### src/ers_pkg.sv
// ers_pkg: constants, field positions and carrier types of the e1 receive status page
// assumes: one 100 MHz system clock, host reads over an 8-bit parallel status port
package ers_pkg;
  // ==========================================================
  // timing
  localparam int CLK_PERIOD_NS      = 10;
  localparam int MS_NS              = 1_000_000;
  localparam int CYCLES_PER_MS      = MS_NS / CLK_PERIOD_NS;
  localparam int HALF_SEC_MS        = 500;
  localparam int CRC_SHORT_MS       = 8;
  localparam int CRC_LONG_MS        = 400;
  localparam int RED_MS             = 100;
  localparam int NONNORMAL_MS       = 100;
  localparam int TERM_LOCK_MS       = 10;
  localparam int KEEPALIVE_MS       = 100;
  localparam int MS_TIMER_W         = 9;
  // ==========================================================
  // register offsets
  localparam logic [4:0] OFS_SYNC_STATUS  = 5'h10;
  localparam logic [4:0] OFS_FAS_BITS     = 5'h11;
  localparam logic [4:0] OFS_TIMER_STATUS = 5'h12;
  localparam logic [4:0] OFS_NON_ALIGN    = 5'h13;
  localparam logic [4:0] OFS_MF_ALIGN     = 5'h14;
  localparam logic [4:0] OFS_PHASE_HIGH   = 5'h15;
  localparam logic [4:0] OFS_PHASE_LOW    = 5'h16;
  localparam logic [4:0] OFS_DEJITTER     = 5'h17;
  localparam logic [4:0] OFS_SIGNAL_LEVEL = 5'h18;
  localparam logic [4:0] OFS_ALARM_ONE    = 5'h19;
  localparam logic [4:0] OFS_SA_CHANGE    = 5'h1a;
  localparam logic [4:0] OFS_PART_ID      = 5'h1f;
  // arbitrary value, not tied to any real part
  localparam logic [7:0] PART_ID_VALUE    = 8'h5c;
  localparam logic [7:0] READ_ZERO        = 8'h00;
  localparam logic [7:0] FAS_GOOD_PATTERN = 8'h1b;
  // ==========================================================
  // field positions, shared by the sync and timer words
  localparam int BIT_BASIC_LOSS  = 7;
  localparam int BIT_MF_LOSS     = 6;
  localparam int BIT_CRC_LOSS    = 5;
  localparam int BIT_EBIT_ONE    = 4;
  localparam int BIT_EBIT_TWO    = 3;
  localparam int BIT_REFRAME     = 2;
  localparam int BIT_RED         = 1;
  localparam int BIT_INTERWORK   = 0;
  localparam int BIT_HALF_SEC    = 7;
  localparam int BIT_ONE_SEC     = 6;
  localparam int BIT_NONNORMAL   = 5;
  localparam int BIT_TERM_LOCK   = 4;
  localparam int BIT_LONG_TMR    = 3;
  localparam int BIT_SHORT_TMR   = 2;
  localparam int BIT_MS_TICK     = 1;
  localparam int BIT_KEEPALIVE   = 0;
  // ==========================================================
  // carriers
  typedef struct packed {
    logic [7:0] non_align;
    logic [7:0] mf_align;
    logic [7:0] phase_high;
    logic [7:0] phase_low;
    logic [7:0] dejitter;
    logic [7:0] signal_level;
    logic [7:0] alarm_one;
    logic [7:0] sa_change;
  } ers_ext_status_t;

  typedef struct packed {
    logic cs;
    logic rd;
    logic [4:0] addr;
  } ers_host_req_t;
endpackage

### src/ers_status_bank.sv
// ers_status_bank: receive status page (offsets 10h..1fh) of an e1 framer
// assumes: framer inputs are synchronous to clk_sys; host reads over a parallel port
// Overview of operation
// - basic frame loss bit, one lost
// - signalling multiframe loss bit, one lost
// - crc-4 multiframe loss bit, one lost
// - hold both e bits each multiframe
// - reframe flag if no crc in 8ms
// - red alarm after 100ms basic loss
// - report crc interworking status bit
// - fas first bit into bit 7
// - fas bits two..eight into bits 6..0
// - half second toggle every 0.5 s
// - one second toggle, in phase
// - nonnormal persist set 100ms, cleared by lock
// - terminal lock set 10ms, cleared nonnormal
// - toggle on 400ms timer expiry
// - toggle on 8ms timer expiry
// - ms tick toggle, synced to crc
// - keepalive after 100ms ais, clears instantly
`timescale 1ns/100ps

// ==========================================================
// persistence timer: counts ms ticks while run, saturates at limit
module ers_ms_timer #(
  parameter logic [8:0] LIMIT = 9'h001
) (
  input  wire logic clk_sys,
  input  wire logic rst_n,
  input  wire logic ms_tick,
  input  wire logic run,
  output logic      done
);
  logic [8:0] cnt_q;
  logic [8:0] cnt_d;

  always_comb
  begin
    cnt_d = cnt_q;
    if (!run)
      cnt_d = 9'h000;
    else if (ms_tick && cnt_q != LIMIT)
      cnt_d = cnt_q + 9'h001;
  end

  always_ff @(posedge clk_sys)
  begin
    if (!rst_n)
      cnt_q <= 9'h000;
    else
      cnt_q <= cnt_d;
  end

  // done drops in the very cycle run falls, so alarms clear with no stale cycle
  assign done = run && (cnt_q == LIMIT);
endmodule

// ==========================================================
module ers_status_bank #(
  parameter int CYCLES_PER_MS = ers_pkg::CYCLES_PER_MS
) (
  input  wire logic                     clk_sys,
  input  wire logic                     rst_n,
  input  wire logic                     basic_align_loss,
  input  wire logic                     multiframe_align_loss,
  input  wire logic                     crc_multiframe_align_loss,
  input  wire logic                     multiframe_end,
  input  wire logic                     rx_ebit_one,
  input  wire logic                     rx_ebit_two,
  input  wire logic                     crc_interwork_in,
  input  wire logic                     maint_option,
  input  wire logic                     auto_interwork,
  input  wire logic                     fas_strobe,
  input  wire logic [7:0]               fas_byte,
  input  wire logic                     crc_sync_pulse,
  input  wire logic                     nonnormal_frames,
  input  wire logic                     terminal_frame_sync,
  input  wire logic                     ais_status,
  input  wire ers_pkg::ers_ext_status_t ext_status,
  input  wire ers_pkg::ers_host_req_t   host_req,
  output logic [7:0]                    host_rdata,
  output logic                          force_reframe
);
  // ==========================================================
  // millisecond prescaler
  logic [16:0] pre_q;
  logic [16:0] pre_d;
  logic        ms_tick;
  logic [16:0] pre_last;

  assign pre_last = 17'(CYCLES_PER_MS - 1);
  assign ms_tick  = (pre_q == pre_last);

  always_comb
  begin
    pre_d = ms_tick ? 17'h0_0000 : pre_q + 17'h0_0001;
  end

  always_ff @(posedge clk_sys)
  begin
    if (!rst_n)
      pre_q <= 17'h0_0000;
    else
      pre_q <= pre_d;
  end

  // ==========================================================
  // persistence and alignment timers
  logic red_done;
  logic nonnormal_done;
  logic lock_done;
  logic keepalive_done;
  logic short_done;
  logic long_done;

  ers_ms_timer #(.LIMIT(9'(ers_pkg::RED_MS))) u_red (
    .clk_sys (clk_sys), .rst_n (rst_n), .ms_tick (ms_tick),
    .run (basic_align_loss), .done (red_done));
  ers_ms_timer #(.LIMIT(9'(ers_pkg::NONNORMAL_MS))) u_nonnormal (
    .clk_sys (clk_sys), .rst_n (rst_n), .ms_tick (ms_tick),
    .run (nonnormal_frames), .done (nonnormal_done));
  ers_ms_timer #(.LIMIT(9'(ers_pkg::TERM_LOCK_MS))) u_lock (
    .clk_sys (clk_sys), .rst_n (rst_n), .ms_tick (ms_tick),
    .run (terminal_frame_sync), .done (lock_done));
  ers_ms_timer #(.LIMIT(9'(ers_pkg::KEEPALIVE_MS))) u_keepalive (
    .clk_sys (clk_sys), .rst_n (rst_n), .ms_tick (ms_tick),
    .run (ais_status), .done (keepalive_done));
  // 8 ms crc search timer, restarted by each basic realignment
  ers_ms_timer #(.LIMIT(9'(ers_pkg::CRC_SHORT_MS))) u_short (
    .clk_sys (clk_sys), .rst_n (rst_n), .ms_tick (ms_tick),
    .run (!basic_align_loss), .done (short_done));
  ers_ms_timer #(.LIMIT(9'(ers_pkg::CRC_LONG_MS))) u_long (
    .clk_sys (clk_sys), .rst_n (rst_n), .ms_tick (ms_tick),
    .run (!basic_align_loss), .done (long_done));

  // ==========================================================
  // status state
  logic       short_prev_q, short_prev_d;
  logic       long_prev_q, long_prev_d;
  logic       lock_prev_q, lock_prev_d;
  logic       nonn_prev_q, nonn_prev_d;
  logic       reframe_q, reframe_d;
  logic       nonnormal_q, nonnormal_d;
  logic       lock_q, lock_d;
  logic       short_tgl_q, short_tgl_d;
  logic       long_tgl_q, long_tgl_d;
  logic       ebit_one_q, ebit_one_d;
  logic       ebit_two_q, ebit_two_d;
  logic [7:0] fas_q, fas_d;
  logic       short_expire;
  logic       lock_rise;

  assign short_expire = short_done && !short_prev_q;
  assign lock_rise    = lock_q && !lock_prev_q;

  always_comb
  begin
    short_prev_d = short_done;
    long_prev_d  = long_done;
    lock_prev_d  = lock_q;
    nonn_prev_d  = nonnormal_done;
    reframe_d    = reframe_q;
    nonnormal_d  = nonnormal_q;
    lock_d       = lock_q;
    short_tgl_d  = short_tgl_q;
    long_tgl_d   = long_tgl_q;
    ebit_one_d   = ebit_one_q;
    ebit_two_d   = ebit_two_q;
    fas_d        = fas_q;
    // crc found or basic lost clears; expiry without crc sets and wins
    if (!crc_multiframe_align_loss || basic_align_loss)
      reframe_d = 1'b0;
    if (short_expire && crc_multiframe_align_loss)
      reframe_d = 1'b1;
    if (short_expire)
      short_tgl_d = !short_tgl_q;
    if (long_done && !long_prev_q)
      long_tgl_d = !long_tgl_q;
    // cleared when lock rises, a fresh 100 ms expiry wins
    if (lock_rise)
      nonnormal_d = 1'b0;
    if (nonnormal_done && !nonn_prev_q)
      nonnormal_d = 1'b1;
    // cleared by nonnormal frames, set wins on coincidence
    if (nonnormal_frames)
      lock_d = 1'b0;
    if (lock_done)
      lock_d = 1'b1;
    // e bits of the last multiframe
    if (multiframe_end)
    begin
      ebit_one_d = rx_ebit_one;
      ebit_two_d = rx_ebit_two;
    end
    // first received bit sits in fas_byte[7]
    if (fas_strobe)
      fas_d = fas_byte;
  end

  always_ff @(posedge clk_sys)
  begin
    if (!rst_n)
    begin
      short_prev_q <= 1'b0;
      long_prev_q  <= 1'b0;
      lock_prev_q  <= 1'b0;
      nonn_prev_q  <= 1'b0;
      reframe_q    <= 1'b0;
      nonnormal_q  <= 1'b0;
      lock_q       <= 1'b0;
      short_tgl_q  <= 1'b0;
      long_tgl_q   <= 1'b0;
      ebit_one_q   <= 1'b0;
      ebit_two_q   <= 1'b0;
      fas_q        <= ers_pkg::READ_ZERO;
    end
    else
    begin
      short_prev_q <= short_prev_d;
      long_prev_q  <= long_prev_d;
      lock_prev_q  <= lock_prev_d;
      nonn_prev_q  <= nonn_prev_d;
      reframe_q    <= reframe_d;
      nonnormal_q  <= nonnormal_d;
      lock_q       <= lock_d;
      short_tgl_q  <= short_tgl_d;
      long_tgl_q   <= long_tgl_d;
      ebit_one_q   <= ebit_one_d;
      ebit_two_q   <= ebit_two_d;
      fas_q        <= fas_d;
    end
  end

  // forced reframe only in maintenance mode without auto interworking
  assign force_reframe = reframe_q && maint_option && !auto_interwork;

  // ==========================================================
  // free running toggles
  logic [8:0]  half_cnt_q, half_cnt_d;
  logic        half_q, half_d;
  logic        one_q, one_d;
  logic [16:0] crc_align_ms_tick_cnt_q, crc_align_ms_tick_cnt_d;
  logic        crc_align_ms_tick_q, crc_align_ms_tick_d;
  logic        crc_align_ms_tick_wrap;

  assign crc_align_ms_tick_wrap = (crc_align_ms_tick_cnt_q == pre_last);

  always_comb
  begin
    half_cnt_d = half_cnt_q;
    half_d     = half_q;
    one_d      = one_q;
    crc_align_ms_tick_cnt_d = crc_align_ms_tick_wrap ? 17'h0_0000 : crc_align_ms_tick_cnt_q + 17'h0_0001;
    crc_align_ms_tick_d     = crc_align_ms_tick_q;
    if (ms_tick)
    begin
      if (half_cnt_q == 9'(ers_pkg::HALF_SEC_MS - 1))
      begin
        half_cnt_d = 9'h000;
        half_d     = !half_q;
        // one second toggle flips on every second half toggle
        if (half_q)
          one_d = !one_q;
      end
      else
        half_cnt_d = half_cnt_q + 9'h001;
    end
    // once crc aligned, the sync pulse restarts the ms phase
    if (crc_sync_pulse && !crc_multiframe_align_loss)
    begin
      crc_align_ms_tick_cnt_d = 17'h0_0000;
      crc_align_ms_tick_d     = !crc_align_ms_tick_q;
    end
    else if (crc_align_ms_tick_wrap)
      crc_align_ms_tick_d = !crc_align_ms_tick_q;
  end

  always_ff @(posedge clk_sys)
  begin
    if (!rst_n)
    begin
      half_cnt_q <= 9'h000;
      half_q     <= 1'b0;
      one_q      <= 1'b0;
      crc_align_ms_tick_cnt_q <= 17'h0_0000;
      crc_align_ms_tick_q     <= 1'b0;
    end
    else
    begin
      half_cnt_q <= half_cnt_d;
      half_q     <= half_d;
      one_q      <= one_d;
      crc_align_ms_tick_cnt_q <= crc_align_ms_tick_cnt_d;
      crc_align_ms_tick_q     <= crc_align_ms_tick_d;
    end
  end

  // ==========================================================
  // status words and host read port
  logic [7:0] sync_word;
  logic [7:0] timer_word;
  logic [7:0] rdata_q, rdata_d;

  always_comb
  begin
    sync_word[ers_pkg::BIT_BASIC_LOSS] = basic_align_loss;
    sync_word[ers_pkg::BIT_MF_LOSS]    = multiframe_align_loss;
    sync_word[ers_pkg::BIT_CRC_LOSS]   = crc_multiframe_align_loss;
    sync_word[ers_pkg::BIT_EBIT_ONE]   = ebit_one_q;
    sync_word[ers_pkg::BIT_EBIT_TWO]   = ebit_two_q;
    sync_word[ers_pkg::BIT_REFRAME]    = reframe_q;
    // red follows the persistence timer, drops on acquisition
    sync_word[ers_pkg::BIT_RED]        = red_done;
    sync_word[ers_pkg::BIT_INTERWORK]  = crc_interwork_in;
    timer_word[ers_pkg::BIT_HALF_SEC]  = half_q;
    timer_word[ers_pkg::BIT_ONE_SEC]   = one_q;
    timer_word[ers_pkg::BIT_NONNORMAL] = nonnormal_q;
    timer_word[ers_pkg::BIT_TERM_LOCK] = lock_q;
    timer_word[ers_pkg::BIT_LONG_TMR]  = long_tgl_q;
    timer_word[ers_pkg::BIT_SHORT_TMR] = short_tgl_q;
    timer_word[ers_pkg::BIT_MS_TICK]   = crc_align_ms_tick_q;
    // keepalive drops with ais since the timer clears at once
    timer_word[ers_pkg::BIT_KEEPALIVE] = keepalive_done;
  end

  always_comb
  begin
    rdata_d = rdata_q;
    // read only decode, unused offsets answer zero
    if (host_req.cs && host_req.rd)
    begin
      unique case (host_req.addr)
        ers_pkg::OFS_SYNC_STATUS:  rdata_d = sync_word;
        ers_pkg::OFS_FAS_BITS:     rdata_d = fas_q;
        ers_pkg::OFS_TIMER_STATUS: rdata_d = timer_word;
        ers_pkg::OFS_NON_ALIGN:    rdata_d = ext_status.non_align;
        ers_pkg::OFS_MF_ALIGN:     rdata_d = ext_status.mf_align;
        ers_pkg::OFS_PHASE_HIGH:   rdata_d = ext_status.phase_high;
        ers_pkg::OFS_PHASE_LOW:    rdata_d = ext_status.phase_low;
        ers_pkg::OFS_DEJITTER:     rdata_d = ext_status.dejitter;
        ers_pkg::OFS_SIGNAL_LEVEL: rdata_d = ext_status.signal_level;
        ers_pkg::OFS_ALARM_ONE:    rdata_d = ext_status.alarm_one;
        ers_pkg::OFS_SA_CHANGE:    rdata_d = ext_status.sa_change;
        ers_pkg::OFS_PART_ID:      rdata_d = ers_pkg::PART_ID_VALUE;
        default:                   rdata_d = ers_pkg::READ_ZERO;
      endcase
    end
  end

  always_ff @(posedge clk_sys)
  begin
    if (!rst_n)
      rdata_q <= ers_pkg::READ_ZERO;
    else
      rdata_q <= rdata_d;
  end

  assign host_rdata = rdata_q;
endmodule

### config.mk
export PLATFORM = sky130hd
export DESIGN_NAME = ers_status_bank
export DESIGN_NICKNAME = d
export VERILOG_FILES = /design/src/ers_pkg.sv /design/src/ers_status_bank.sv
export SDC_FILE = /design/constraint.sdc
export NUM_CORES = 1
export LEC_CHECK = 0
export ABC_AREA = 1
export BUFFER_PORTS_ARGS = -buffer_cell sky130_fd_sc_hd__buf_2
export CAP_MARGIN = 5
export CORE_UTILIZATION = 30
export CTS_BUF_LIST = sky130_fd_sc_hd__clkbuf_4 sky130_fd_sc_hd__clkbuf_8
export CTS_CLUSTER_DIAMETER = 200
export DETAILED_ROUTE_END_ITERATION = 8
export GPL_TIMING_DRIVEN = 1
export REMOVE_ABC_BUFFERS = 1
export SYNTH_ARGS = -nofsm -noshare
export SYNTH_HDL_FRONTEND = slang
export SYNTH_SLANG_ARGS = --single-unit
### constraint.sdc
create_clock -name clk_sys -period 3.9 [get_ports clk_sys]
set_input_delay 0.195 -clock clk_sys [delete_from_list [all_inputs] [get_ports clk_sys]]
set_output_delay 0.195 -clock clk_sys [all_outputs]
set_load 0.05 [all_outputs]
==> Word-level counts from Yosys, hierarchy flattened <==
Index checks and enable logic that the tools add are counted.
{ "op_classes": {"n_shift": 0, "n_reduce_logical": 47, "eq_ne": 27, "addsub": 9, "muxes": 10, "n_div": 0, "mul": 0, "bitwise": 1, "magnitude_cmp": 0} }
{ "ops": {"columns": ["cell", "count"], "rows": [
  ["8-bit case mux with 12 select lines", 1],
  ["9-bit by 1-bit adder with 9-bit output, second input constant", 7],
  ["5-bit == test, second input constant", 12],
  ["17-bit by 1-bit adder with 17-bit output, second input constant", 2],
  ["17-bit == test, second input constant", 2],
  ["9-bit by 7-bit == test with 1-bit output, second input constant", 3],
  ["9-bit by 7-bit inequality test with 1-bit output, second input constant", 3],
  ["1-bit logical AND", 21],
  ["9-bit by 4-bit == test with 1-bit output, second input constant", 2],
  ["9-bit == test, second input constant", 2],
  ["9-bit by 4-bit inequality test with 1-bit output, second input constant", 2],
  ["1-bit logical NOT", 12],
  ["2-bit AND reduction", 5],
  ["9-bit 2-to-1 mux", 1],
  ["9-bit inequality test, second input constant", 1],
  ["1-bit 2-to-1 mux", 8],
  ["2-bit nonzero test", 4],
  ["2-bit OR reduction", 2],
  ["3-bit AND reduction", 1],
  ["3-bit OR reduction", 1],
  ["1-bit logical OR", 1],
  ["1-bit inverter", 1]
]} }
{ "word_totals": {"rom_bits": 0, "n_memories": 0, "register_bits": 127, "inputBits": 95, "output_inout_bits": 9, "latchBits": 0, "mem_bits_rw": 0} }

==> Depth between registers and ports, before layout <==
Gate-level depths: netlist of the first run.
{ "logic_depth": {"ltp_word": 5, "depth_mapped": 11} }

==> Cells and area by module <==
From an unflattened synthesis of the first run, not the netlist that was laid out.
{ "unflattened": {"cells_unflattened": 1095, "hier_area_um2": 7076.8} }
{ "modules_own_cells": {"columns": ["mod", "seq_area_each_um2", "cells_per_inst", "n_inst", "area_each_um2"], "rows": [
  ["ers_status_bank", 1461.4, 630, 1, 4078.9],
  ["ers_ms_timer (u_keepalive ...)", 180.2, 73, 3, 484.2],
  ["ers_ms_timer (u_short)", 180.2, 89, 1, 531.8],
  ["ers_ms_timer (u_lock)", 180.2, 82, 1, 524.3],
  ["ers_ms_timer (u_long)", 180.2, 75, 1, 489.2]
]} }

==> Least setup slack after synthesis of the first run <==
No wires, ideal clock.
{ "synth_timing": {"path_kind": "reg-to-reg", "from": "register pre_q[0]", "to": "register u_red.cnt_q[7]", "setup_ns": 0.126, "slack_ns": 2.302, "path_buffers": 1, "required_ns": 3.774, "stages_incl_launch_ff": 12, "period_less_slack_ns": 1.598, "arrival_time_ns": 1.472, "path_cell_list": "dfxtp_1 ha_1 nand2_2 nor2_4 inv_2 nor2_4 nand3_4 clkinv_2 buf_6 nand2_1 nand2_1 a21oi_1"} }
{ "synth_between": {"elab_chain_cells": 2} }
{ "synth_lines": {"columns": ["element", "line", "text"], "rows": [
  ["start, declared", "ers_status_bank.sv:86", "logic [16:0] pre_q;"],
  ["start signal, assigned", "ers_status_bank.sv:104", "pre_q <= pre_d;"],
  ["17-bit == test", "ers_status_bank.sv:92", "assign ms_tick = (pre_q == pre_last);"],
  ["1-bit logical AND", "ers_status_bank.sv:42", "else if (ms_tick && cnt_q != LIMIT)"],
  ["end signal, assigned", "ers_status_bank.sv:51", "cnt_q <= cnt_d;"],
  ["end, declared", "ers_status_bank.sv:34", "logic [8:0] cnt_q;"]
]} }
Every way passes these cells.
A chain may end at the register's enable or synchronous reset.

==> Final worst setup path of the first run <==
Same ends and word-level chain as after synthesis.

==> results.sh, run 1 <==
export IMPL_status="completed"
export IMPL_rsz0062_at_grt="no"
export IMPL_die_h_um=156
export IMPL_clkTransAtPathRegs_ns=0.08
export IMPL_ys_ff_latch=127
export IMPL_slew_limit_headroom=0.225
export IMPL_max_stage_delay_ns=0.54
export IMPL_worstHoldStart="basic_align_loss"
export IMPL_r2r_start="pre_q[0]"
export IMPL_worst_path_max_fanout=47
export IMPL_wl_um=18700
export IMPL_cp_data_required_time_ns=4.27
export IMPL_fp_dieW_um=156
export IMPL_setup_viol=0
export IMPL_syn_area_um2=7130
export IMPL_syn_inst=1085
export IMPL_grt_overflow_total=0
export IMPL_drc=0
export IMPL_crit_type="reg2reg"
export IMPL_antenna_found_initial=1
export IMPL_dp_cells=1483
export IMPL_tightest_slew_ns=1.16
export IMPL_cts_buffers=17
export IMPL_ff2ff_path_depth=10
export IMPL_gp_congestion=0.864
export IMPL_dr_pass1_iters=5
export IMPL_ys_flop_type="dfxtp_1"
export IMPL_ios=104
export IMPL_tns_ns=0
export IMPL_rr_endpoint="u_red.cnt_q[7]"
export IMPL_seq_area_frac_synth=0.357
export IMPL_fin_worst_skew_ns=0.0131
export IMPL_crit_path_cell_trace="ha_1 -> nand2_2 -> nor2_4 -> inv_2 -> nor2_4 -> nand3_4 -> clkinv_2 -> nand2_1 -> nand2_1 -> a21oi_1"
export IMPL_fmax_ghz=0.436
export IMPL_drv_slew=0
export IMPL_drtIter0Drc=462
export IMPL_clk_insertion_delay_late_ns=0.44
export IMPL_synth_async_reset_ratio=0
export IMPL_grt_pass1_vias=6431
export IMPL_grt_pass1_wl_um=30500
export IMPL_cts_sinks=127
export IMPL_slowest_stage="clkinv_2"
export IMPL_cts_setup_buffers=0
export IMPL_layout_commonest_cell="nand2_1"
export IMPL_post_route_min_period_ns=2.29
export IMPL_grt_max_degree=48
export IMPL_power_density_nw_per_um2=324
export IMPL_ys_types=37
export IMPL_ant_nets=0
export IMPL_htreeDepth=4
export IMPL_vias=7142
export IMPL_hold_viol=0
export IMPL_start_util=0.305
export IMPL_crit_path_end_kind="flip-flop"
export IMPL_synth_edf_count=0
export IMPL_r2r_slack_ns=1.61
export IMPL_post_dp_hpwl_um=14000
export IMPL_synth_warnings=0
export IMPL_grt_usage=0.156
export IMPL_clock_path_buffers=2
export IMPL_synthToLayoutAreaGrowth_pct=19.2
export IMPL_numPortBuffers=103
export IMPL_hold_end="long_prev_q"
export IMPL_hold_class="in2reg"
export IMPL_fin_cells=1530
export IMPL_fin_nets=1307
export IMPL_rows=56
export IMPL_core_region_area_um2=23400
export IMPL_avgRoutedWirePerCell_um=12.2
export IMPL_via_per_inst=4.67
export IMPL_final_cell_mix="nand2_1 (288), nor2_1 (152), dfxtp_1 (127)"
export IMPL_leakage_uw=0.00349
export IMPL_dieArea_um2=24400
export IMPL_cts_root_buffer="clkbuf_8"
export IMPL_syn_area_per_cell_um2=6.57
export IMPL_cp_arrival_ns=2.66
export IMPL_peakVddDrop_uv=156
export IMPL_drive_gt1_frac=0.131
export IMPL_fin_crit_sh=0.588
export IMPL_whs_path_depth=2
export IMPL_cap_violations=0
export IMPL_cts_tree="built"
export IMPL_start_kind="flip-flop"
==> worst max-delay path by stage <==
stage,from,endpoint,slack (ns),cells after the start
2_1_floorplan,pre_q[0],u_red.cnt_q[7],2.06,10
3_3_place_gp,pre_q[0],u_red.cnt_q[7],1.63,10
3_5_place_dp,pre_q[0],u_red.cnt_q[7],1.58,10
4_1_cts,pre_q[0],u_red.cnt_q[7],1.56,10
5_1_grt,pre_q[0],u_red.cnt_q[7],1.34,10
6_report,pre_q[0],u_red.cnt_q[7],1.61,10
==> power by group <==
part | internal [uW] | switching, uW | leakage, uW
logic | 69.0 | 112 | 0.00225
registers | 1310 | 9.34 | 0.00103
clock network | 681 | 571 | 0.000215
total | 2060 | 693 | 0.00349
==> state kept, by name, indices dropped and copies added (netlist names), 8 cells and up <==
signal                   cells
u_long.cnt_q                 9
u_lock.cnt_q                 9
half_cnt_q                   9
u_nonnormal.cnt_q            9
pre_q                       17
crc_align_ms_tick_cnt_q     17
u_red.cnt_q                  9
u_short.cnt_q                9
fas_q                        8
host_rdata                   8
u_keepalive.cnt_q            9
==> kinds of logic after synthesis <==
logic type      synth area share
xor+xnor                  0.0627
compound gates            0.0725
simple gates               0.404
buf+inv                   0.0781
fa+ha+maj                 0.0263
flops                      0.357
==> final cells by class <==
class	instances	area, um2
Fill cell	2561	14900
Multi-Input combinational cell	823	4030
Sequential cell	127	2540
Timing Repair Buffer	120	678
Inverter	108	407
Tap cell	319	399
Clock buffer	19	262
Clock inverter	13	175
Antenna cell	1	2.50
==> synthesized netlist by cell type (2+ instances only) <==
cell	instances	area, um2
or2_2	3	18.8
nand2_2	2	12.5
nor3b_1	4	30.0
ha_1	15	188
dfxtp_1	127	2540
inv_1	103	387
inv_2	4	15.0
xor2_1	42	368
buf_6	4	45.0
nor2_1	152	571
nand2_1	288	1080
nor2_4	3	33.8
nand3b_1	3	22.5
o21ai_0	17	85.1
nand4_1	50	313
nor3_1	37	185
clkbuf_1	9	33.8
buf_1	3	11.3
a21oi_1	75	375
a31oi_1	2	12.5
nand3_2	2	20.0
buf_4	2	15.0
and3_1	4	25.0
buf_2	8	40.0
nand3_1	103	515
xnor2_1	9	78.8
nor2_2	4	25.0
==> stage by stage <==
step	total power [uW]	hold slack [ns]	instance area [um2]	setup WS [ns]	utilization
floorplan	1420	0.274	6980	2.06	-
global placement	1520	0.409	7910	1.63	0.338
detailed placement	1520	0.413	7910	1.58	0.338
CTS	2790	0.0406	8490	1.56	0.363
global route	2870	0.0489	8490	1.34	0.363
finish	2750	0.0593	8490	1.61	0.363
==> routing by layer <==
metal / track usage / wire length, um
met1: 0.203 / 8900
met2: 0.252 / 8520
met3: 0.0331 / 824
met4: 0.0616 / 401
met5: 0 / 0
==> worst max-delay path, delay by kind of cell (launching register included) <==
kind,cells,cell delay [ns]
flops,1,0.33
fa+ha+maj,1,0.22
buf+inv,2,0.62
compound gates,1,0.15
simple gates,6,0.92
==> what timing repair did <==
| action | in CTS | in global routing |
|---|---|---|
| setup endpoints to repair | 0 | 0 |
| gates resized for setup | 0 | 0 |
| hold endpoints to repair | 12 | 0 |
| hold buffers | 14 | 0 |
(Power assumes the default switching activity.)
==> run 2, diff against run 1 <==
==> constraint.sdc (replaced) <==
create_clock -name clk_sys -period 2.2 [get_ports clk_sys]
set_input_delay 0.11 -clock clk_sys [delete_from_list [all_inputs] [get_ports clk_sys]]
set_output_delay 0.11 -clock clk_sys [all_outputs]
set_load 0.05 [all_outputs]
==> run 2 against run 1 <==
Design area grew 1.9%. Via count grew 0.67%. Global-route usage shrank 0.083 points. Wire length shrank 0.17%. Combinational power grew 87%. Setup slack lost 1.3 ns. Sequential power grew 77%. Die area is the same. Core utilization grew 0.70 points. Critical endpoint is now u_long.cnt_q[7]. Non-clock buffer count grew 22. Hold slack lost 0.025 ns. Final cell count grew 1.4%.
==> results.sh, run 2 (same netlist as run 1, synthesis figures left out) <==
export IMPL_via_per_inst=4.64
export IMPL_layout_commonest_cell="nand2_1"
export IMPL_cap_violations=0
export IMPL_vias=7190
export IMPL_cts_root_buffer="clkbuf_8"
export IMPL_cts_sinks=127
export IMPL_rows=56
export IMPL_cp_data_required_time_ns=2.50
export IMPL_die_h_um=156
export IMPL_fmax_ghz=0.541
export IMPL_slew_limit_headroom=0.483
export IMPL_drive_gt1_frac=0.144
export IMPL_antenna_found_initial=0
export IMPL_rsz0062_at_grt="no"
export IMPL_start_kind="flip-flop"
export IMPL_leakage_uw=0.00360
export IMPL_fin_crit_sh=0.840
export IMPL_clk_insertion_delay_late_ns=0.45
export IMPL_fin_nets=1329
export IMPL_diodes=0
export IMPL_fill_cells=2537
export IMPL_post_route_min_period_ns=1.85
export IMPL_hold_viol=0
export IMPL_grt_pass1_vias=6438
export IMPL_reg_top3="crc_align_ms_tick_cnt_q (17), pre_q (17)"
export IMPL_post_dp_hpwl_um=13800
export IMPL_power_uw=4850
export IMPL_start_util=0.305
export IMPL_wl_um=18600
export IMPL_worst_path_max_fanout=9
export IMPL_grt_usage=0.156
export IMPL_drc=0
export IMPL_fin_cells=1551
export IMPL_crit_type="reg2reg"
export IMPL_power_density_nw_per_um2=561
export IMPL_fp_dieW_um=156
export IMPL_gp_congestion=0.849
export IMPL_ant_nets=0
export IMPL_grt_max_degree=32
export IMPL_numPortBuffers=103
export IMPL_status="completed"
export IMPL_dieArea_um2=24400
export IMPL_clock_path_buffers=2
export IMPL_cts_buffers=17
export IMPL_ios=104
export IMPL_peakVddDrop_uv=320
export IMPL_final_cell_mix="nand2_1 (288), nor2_1 (152), dfxtp_1 (127)"
export IMPL_setup_viol=0
export IMPL_crit_path_end_kind="flip-flop"
export IMPL_cp_arrival_ns=2.15
export IMPL_regArea_um2=2540
export IMPL_multi_input_area_um2=4030
export IMPL_dp_cells=1502
export IMPL_drv_slew=0
export IMPL_htreeDepth=4
export IMPL_synthToLayoutAreaGrowth_pct=21.5
export IMPL_drtIter0Drc=504
export IMPL_clkTransAtPathRegs_ns=0.08
export IMPL_tightest_slew_ns=0.773
export IMPL_tns_ns=0
export IMPL_avgRoutedWirePerCell_um=12.0
export IMPL_dr_pass1_iters=6
export IMPL_fin_worst_skew_ns=0.0176
export IMPL_hold_class="in2reg"
export IMPL_grt_pass1_wl_um=30300
export IMPL_cts_tree="built"
export IMPL_grt_overflow_total=0
export IMPL_core_region_area_um2=23400
[run 2: changes by cell type in the layout (fill, tap and decap cells not counted), sizes merged]
cell / previous run / this run
clkinvlp: 2 / 3
diode: 1 / 0
clkinv: 3 / 5
dlygate4sd3: 14 / 17
clkbuf: 19 / 18
buf: 106 / 125
inv: 113 / 111
[run 2: metal layers]
| metal | wire length, um | GRT usage | vias to the layer above |
|---|---|---|---|
| met4 | 374 | 0.0565 | 0 |
| met3 | 717 | 0.0308 | 29 |
| met1 | 8890 | 0.199 | 3228 |
| li1 | - | - | 3798 |
| met5 | 0 | 0 | - |
| met2 | 8640 | 0.258 | 135 |
[run 2: cell type report]
type	instances	share of cell area
inverter	108	0.0470
clock inverter	14	0.0211
clock buffer	18	0.0286
timing repair buffer	142	0.0983
multi-input combinational	823	0.465
sequential	127	0.294
tap	319	0.0461
[run 2: power by group]
part	switching, uW	internal, uW	total [uW]	leakage (uW)
sequential	14.7	2320	2340	0.00103
combinational	202	136	338	0.00236
clock	1010	1170	2180	0.000207
[run 2: final timing paths]
path	start	endpoint	slack (ns)	depth (start not counted)
max reg2reg	pre_q[0]	u_long.cnt_q[7]	0.35	11
min	fas_strobe	fas_q[6]	0.03	3
max	pre_q[0]	u_long.cnt_q[7]	0.35	11
min reg2reg	nonn_prev_q	nonnormal_q	0.42	1
[run 2: repair_timing]
action | in CTS | in global routing
endpoints found under the hold margin | 13 | 0
gates resized for setup | 0 | 0
buffers inserted | 0 | 0
hold buffers | 17 | 0
[run 2: stage by stage]
| step | worst slack, ns | hold WS [ns] | utilization | instance area [um2] |
|---|---|---|---|---|
| after floorplan | 0.356 | 0.189 | - | 6980 |
| after global placement | 0.390 | 0.338 | 0.344 | 8060 |
| after detailed placement | 0.348 | 0.350 | 0.344 | 8060 |
| after CTS | 0.328 | 0.00560 | 0.370 | 8660 |
| after global routing | 0.151 | 0.0462 | 0.370 | 8660 |
| final | 0.353 | 0.0342 | 0.370 | 8660 |
[run 2: critical path, stage by stage (launching register included)]
cell and delay, ns:
dfxtp_1 0.35, ha_1 0.18, nand2_2 0.07, nor2_4 0.13, inv_2 0.07, nor2_4 0.12
nand3_4 0.08, buf_4 0.19, nor2_4 0.19, inv_1 0.17, nand2_1 0.09, a21oi_1 0.06
==> run 3, diff against run 2 <==
==> constraint.sdc (replaced) <==
create_clock -name clk_sys -period 1.8 [get_ports clk_sys]
set_input_delay 0.09 -clock clk_sys [delete_from_list [all_inputs] [get_ports clk_sys]]
set_output_delay 0.09 -clock clk_sys [all_outputs]
set_load 0.05 [all_outputs]
==> run 3 against run 2 <==
Register-to-register slack worse by 0.22 ns. Clock power is 9% higher. Setup slack worse by 0.23 ns. Die area stayed put. Non-clock buffer count is 29 higher. Via count is 3.2% higher. Design area is 2.4% higher. First-iteration DRC count is 11% higher. Largest cell class unchanged.
==> results.sh, run 3 (same netlist as run 1, synthesis figures left out) <==
export IMPL_status="completed"
export IMPL_ff2ff_path_depth=11
export IMPL_drv_slew=0
export IMPL_avgRoutedWirePerCell_um=12.2
export IMPL_rsz0062_at_grt="yes"
export IMPL_crit_path_end_kind="flip-flop"
export IMPL_antenna_found_initial=0
export IMPL_fin_crit_sh=0.933
export IMPL_core_region_area_um2=23400
export IMPL_dieArea_um2=24400
export IMPL_r2r_slack_ns=0.13
export IMPL_reg_top3="crc_align_ms_tick_cnt_q (17), pre_q (17)"
export IMPL_drive_gt1_frac=0.163
export IMPL_power_density_nw_per_um2=640
export IMPL_fp_dieW_um=156
export IMPL_slew_limit_headroom=0.630
export IMPL_via_per_inst=4.70
export IMPL_cp_data_required_time_ns=2.13
export IMPL_grt_pass1_wl_um=31600
export IMPL_grt_overflow_total=0
export IMPL_power_uw=5670
export IMPL_fin_nets=1358
export IMPL_start_kind="input port"
export IMPL_hold_end="fas_q[5]"
export IMPL_leakage_uw=0.00373
export IMPL_cap_violations=0
export IMPL_slowest_stage="dlygate4sd3_1"
export IMPL_regArea_um2=2540
export IMPL_rr_endpoint="u_long.cnt_q[1]"
export IMPL_wl_um=19200
export IMPL_pre_cts_slack_ns=0.0737
export IMPL_worstHoldStart="fas_strobe"
export IMPL_critPathLaunch="rx_ebit_two"
export IMPL_vias=7423
export IMPL_cts_root_buffer="clkbuf_8"
export IMPL_post_route_min_period_ns=1.68
export IMPL_cts_buffers=17
export IMPL_multi_input_area_um2=4040
export IMPL_hold_class="in2reg"
export IMPL_htreeDepth=4
export IMPL_final_cell_mix="nand2_1 (286), nor2_1 (151), dfxtp_1 (125)"
export IMPL_die_h_um=156
export IMPL_cp_arrival_ns=2.01
export IMPL_fin_worst_skew_ns=0.0148
export IMPL_setup_slack_ns=0.120
export IMPL_synthToLayoutAreaGrowth_pct=24.4
export IMPL_ios=104
export IMPL_grt_max_degree=33
export IMPL_ant_nets=0
export IMPL_fill_cells=2537
export IMPL_peakVddDrop_uv=337
export IMPL_tightest_slew_ns=0.555
export IMPL_numPortBuffers=103
export IMPL_r2r_start="pre_q[0]"
export IMPL_drtIter0Drc=559
export IMPL_cts_sinks=127
export IMPL_layout_commonest_cell="nand2_1"
export IMPL_rows=56
export IMPL_max_stage_delay_ns=0.56
export IMPL_cts_tree="built"
export IMPL_drc=0
export IMPL_clkTransAtPathRegs_ns=0.07
export IMPL_fmax_ghz=0.595
export IMPL_clk_insertion_delay_late_ns=0.45
export IMPL_whs_path_depth=3
export IMPL_crit_type="in2reg"
export IMPL_grt_usage=0.161
export IMPL_gp_congestion=0.853
export IMPL_start_util=0.305
export IMPL_hold_viol=0
export IMPL_crit_buf_inv=4
export IMPL_clock_path_buffers=2
export IMPL_dr_pass1_iters=5
export IMPL_crit_path_cell_trace="dlygate4sd3_1 -> buf_2 -> nor2_1 -> dlygate4sd3_1 -> nor2_1 -> dlygate4sd3_1"
export IMPL_post_dp_hpwl_um=14200
export IMPL_diodes=0
export IMPL_setup_viol=0
export IMPL_worst_path_max_fanout=1
export IMPL_grt_pass1_vias=6711
export IMPL_cp_common_cell="dlygate4sd3_1"
export IMPL_cp_top_family="buffers and inverters"
export IMPL_tns_ns=0
run 3: cell count changes in the layout (fill, tap and decap cells not counted), moves of 2 or more:
cell | previous run | this run
dlygate4sd3_1 | 17 | 25
inv_6 | 4 | 0
nand2_1 | 288 | 286
clkbuf_4 | 0 | 3
nand2_2 | 2 | 4
clkinv_2 | 1 | 4
bufinv_16 | 3 | 1
dfxtp_1 | 127 | 125
dfxtp_2 | 0 | 2
buf_6 | 0 | 2
buf_4 | 22 | 41
clkinv_4 | 4 | 1
run 3: report_power, final:
group          total (uW)  leakage (uW)  switching [uW]  internal, uW
Sequential           2860       0.00103            20.1          2840
Combinational         445       0.00251             257           188
Clock                2370      0.000185            1170          1200
run 3: layout make-up:
| cell class | instances | share of cell area |
|---|---|---|
| Clock buffer | 22 | 0.0320 |
| Clock inverter | 10 | 0.0100 |
| Inverter | 108 | 0.0460 |
| Multi-Input combinational cell | 823 | 0.456 |
| Sequential cell | 127 | 0.287 |
| Tap cell | 319 | 0.0450 |
| Timing Repair Buffer | 171 | 0.124 |
run 3: metrics by stage:
stage	cell area, um2	hold WS (ns)	utilization	std cells
3_5_place_dp	8210	0.317	0.351	1522
4_1_cts	8830	0.0151	0.377	1579
6_report	8860	0.0345	0.379	1580
2_1_floorplan	6980	0.169	-	1058
3_3_place_gp	8210	0.310	0.351	1522
5_1_grt	8860	0.0924	0.379	1580
run 3: how the worst max path moves through the flow:
stage                            endpoint  slack [ns]  cells after the start
after floorplan            u_red.cnt_q[7]       -0.04                     10
after global placement    u_long.cnt_q[5]        0.12                     11
after detailed placement  u_long.cnt_q[1]        0.07                     11
after CTS                  u_red.cnt_q[4]        0.03                     10
after global routing               half_q       -0.05                      8
final                          ebit_two_q        0.12                      6
run 3: what timing repair did:
item                       4_1_cts  5_1_grt
hold endpoints to repair        14        0
setup buffers                    0        1
gates resized for setup          0       12
setup endpoints to repair        0       45
hold buffers                    25        0
run 3: routing by layer:
| metal | wire [um] | GRT usage | share of wire |
|---|---|---|---|
| met1 | 9120 | 0.210 | 0.47 |
| met2 | 9020 | 0.265 | 0.47 |
| met3 | 842 | 0.0336 | 0.044 |
| met4 | 242 | 0.0476 | 0.013 |
| met5 | 0 | 0 | 0 |
run 3: worst register-to-register path, cell delays in order, from the launching register on:
cell and delay, ns:
dfxtp_2 0.34, ha_2 0.18, nand2_2 0.07, nor2_4 0.10, inv_2 0.06, nor2_4 0.12
nand3_4 0.09, buf_6 0.16, nor2_4 0.16, buf_6 0.14, nand2_1 0.05, a21oi_1 0.14
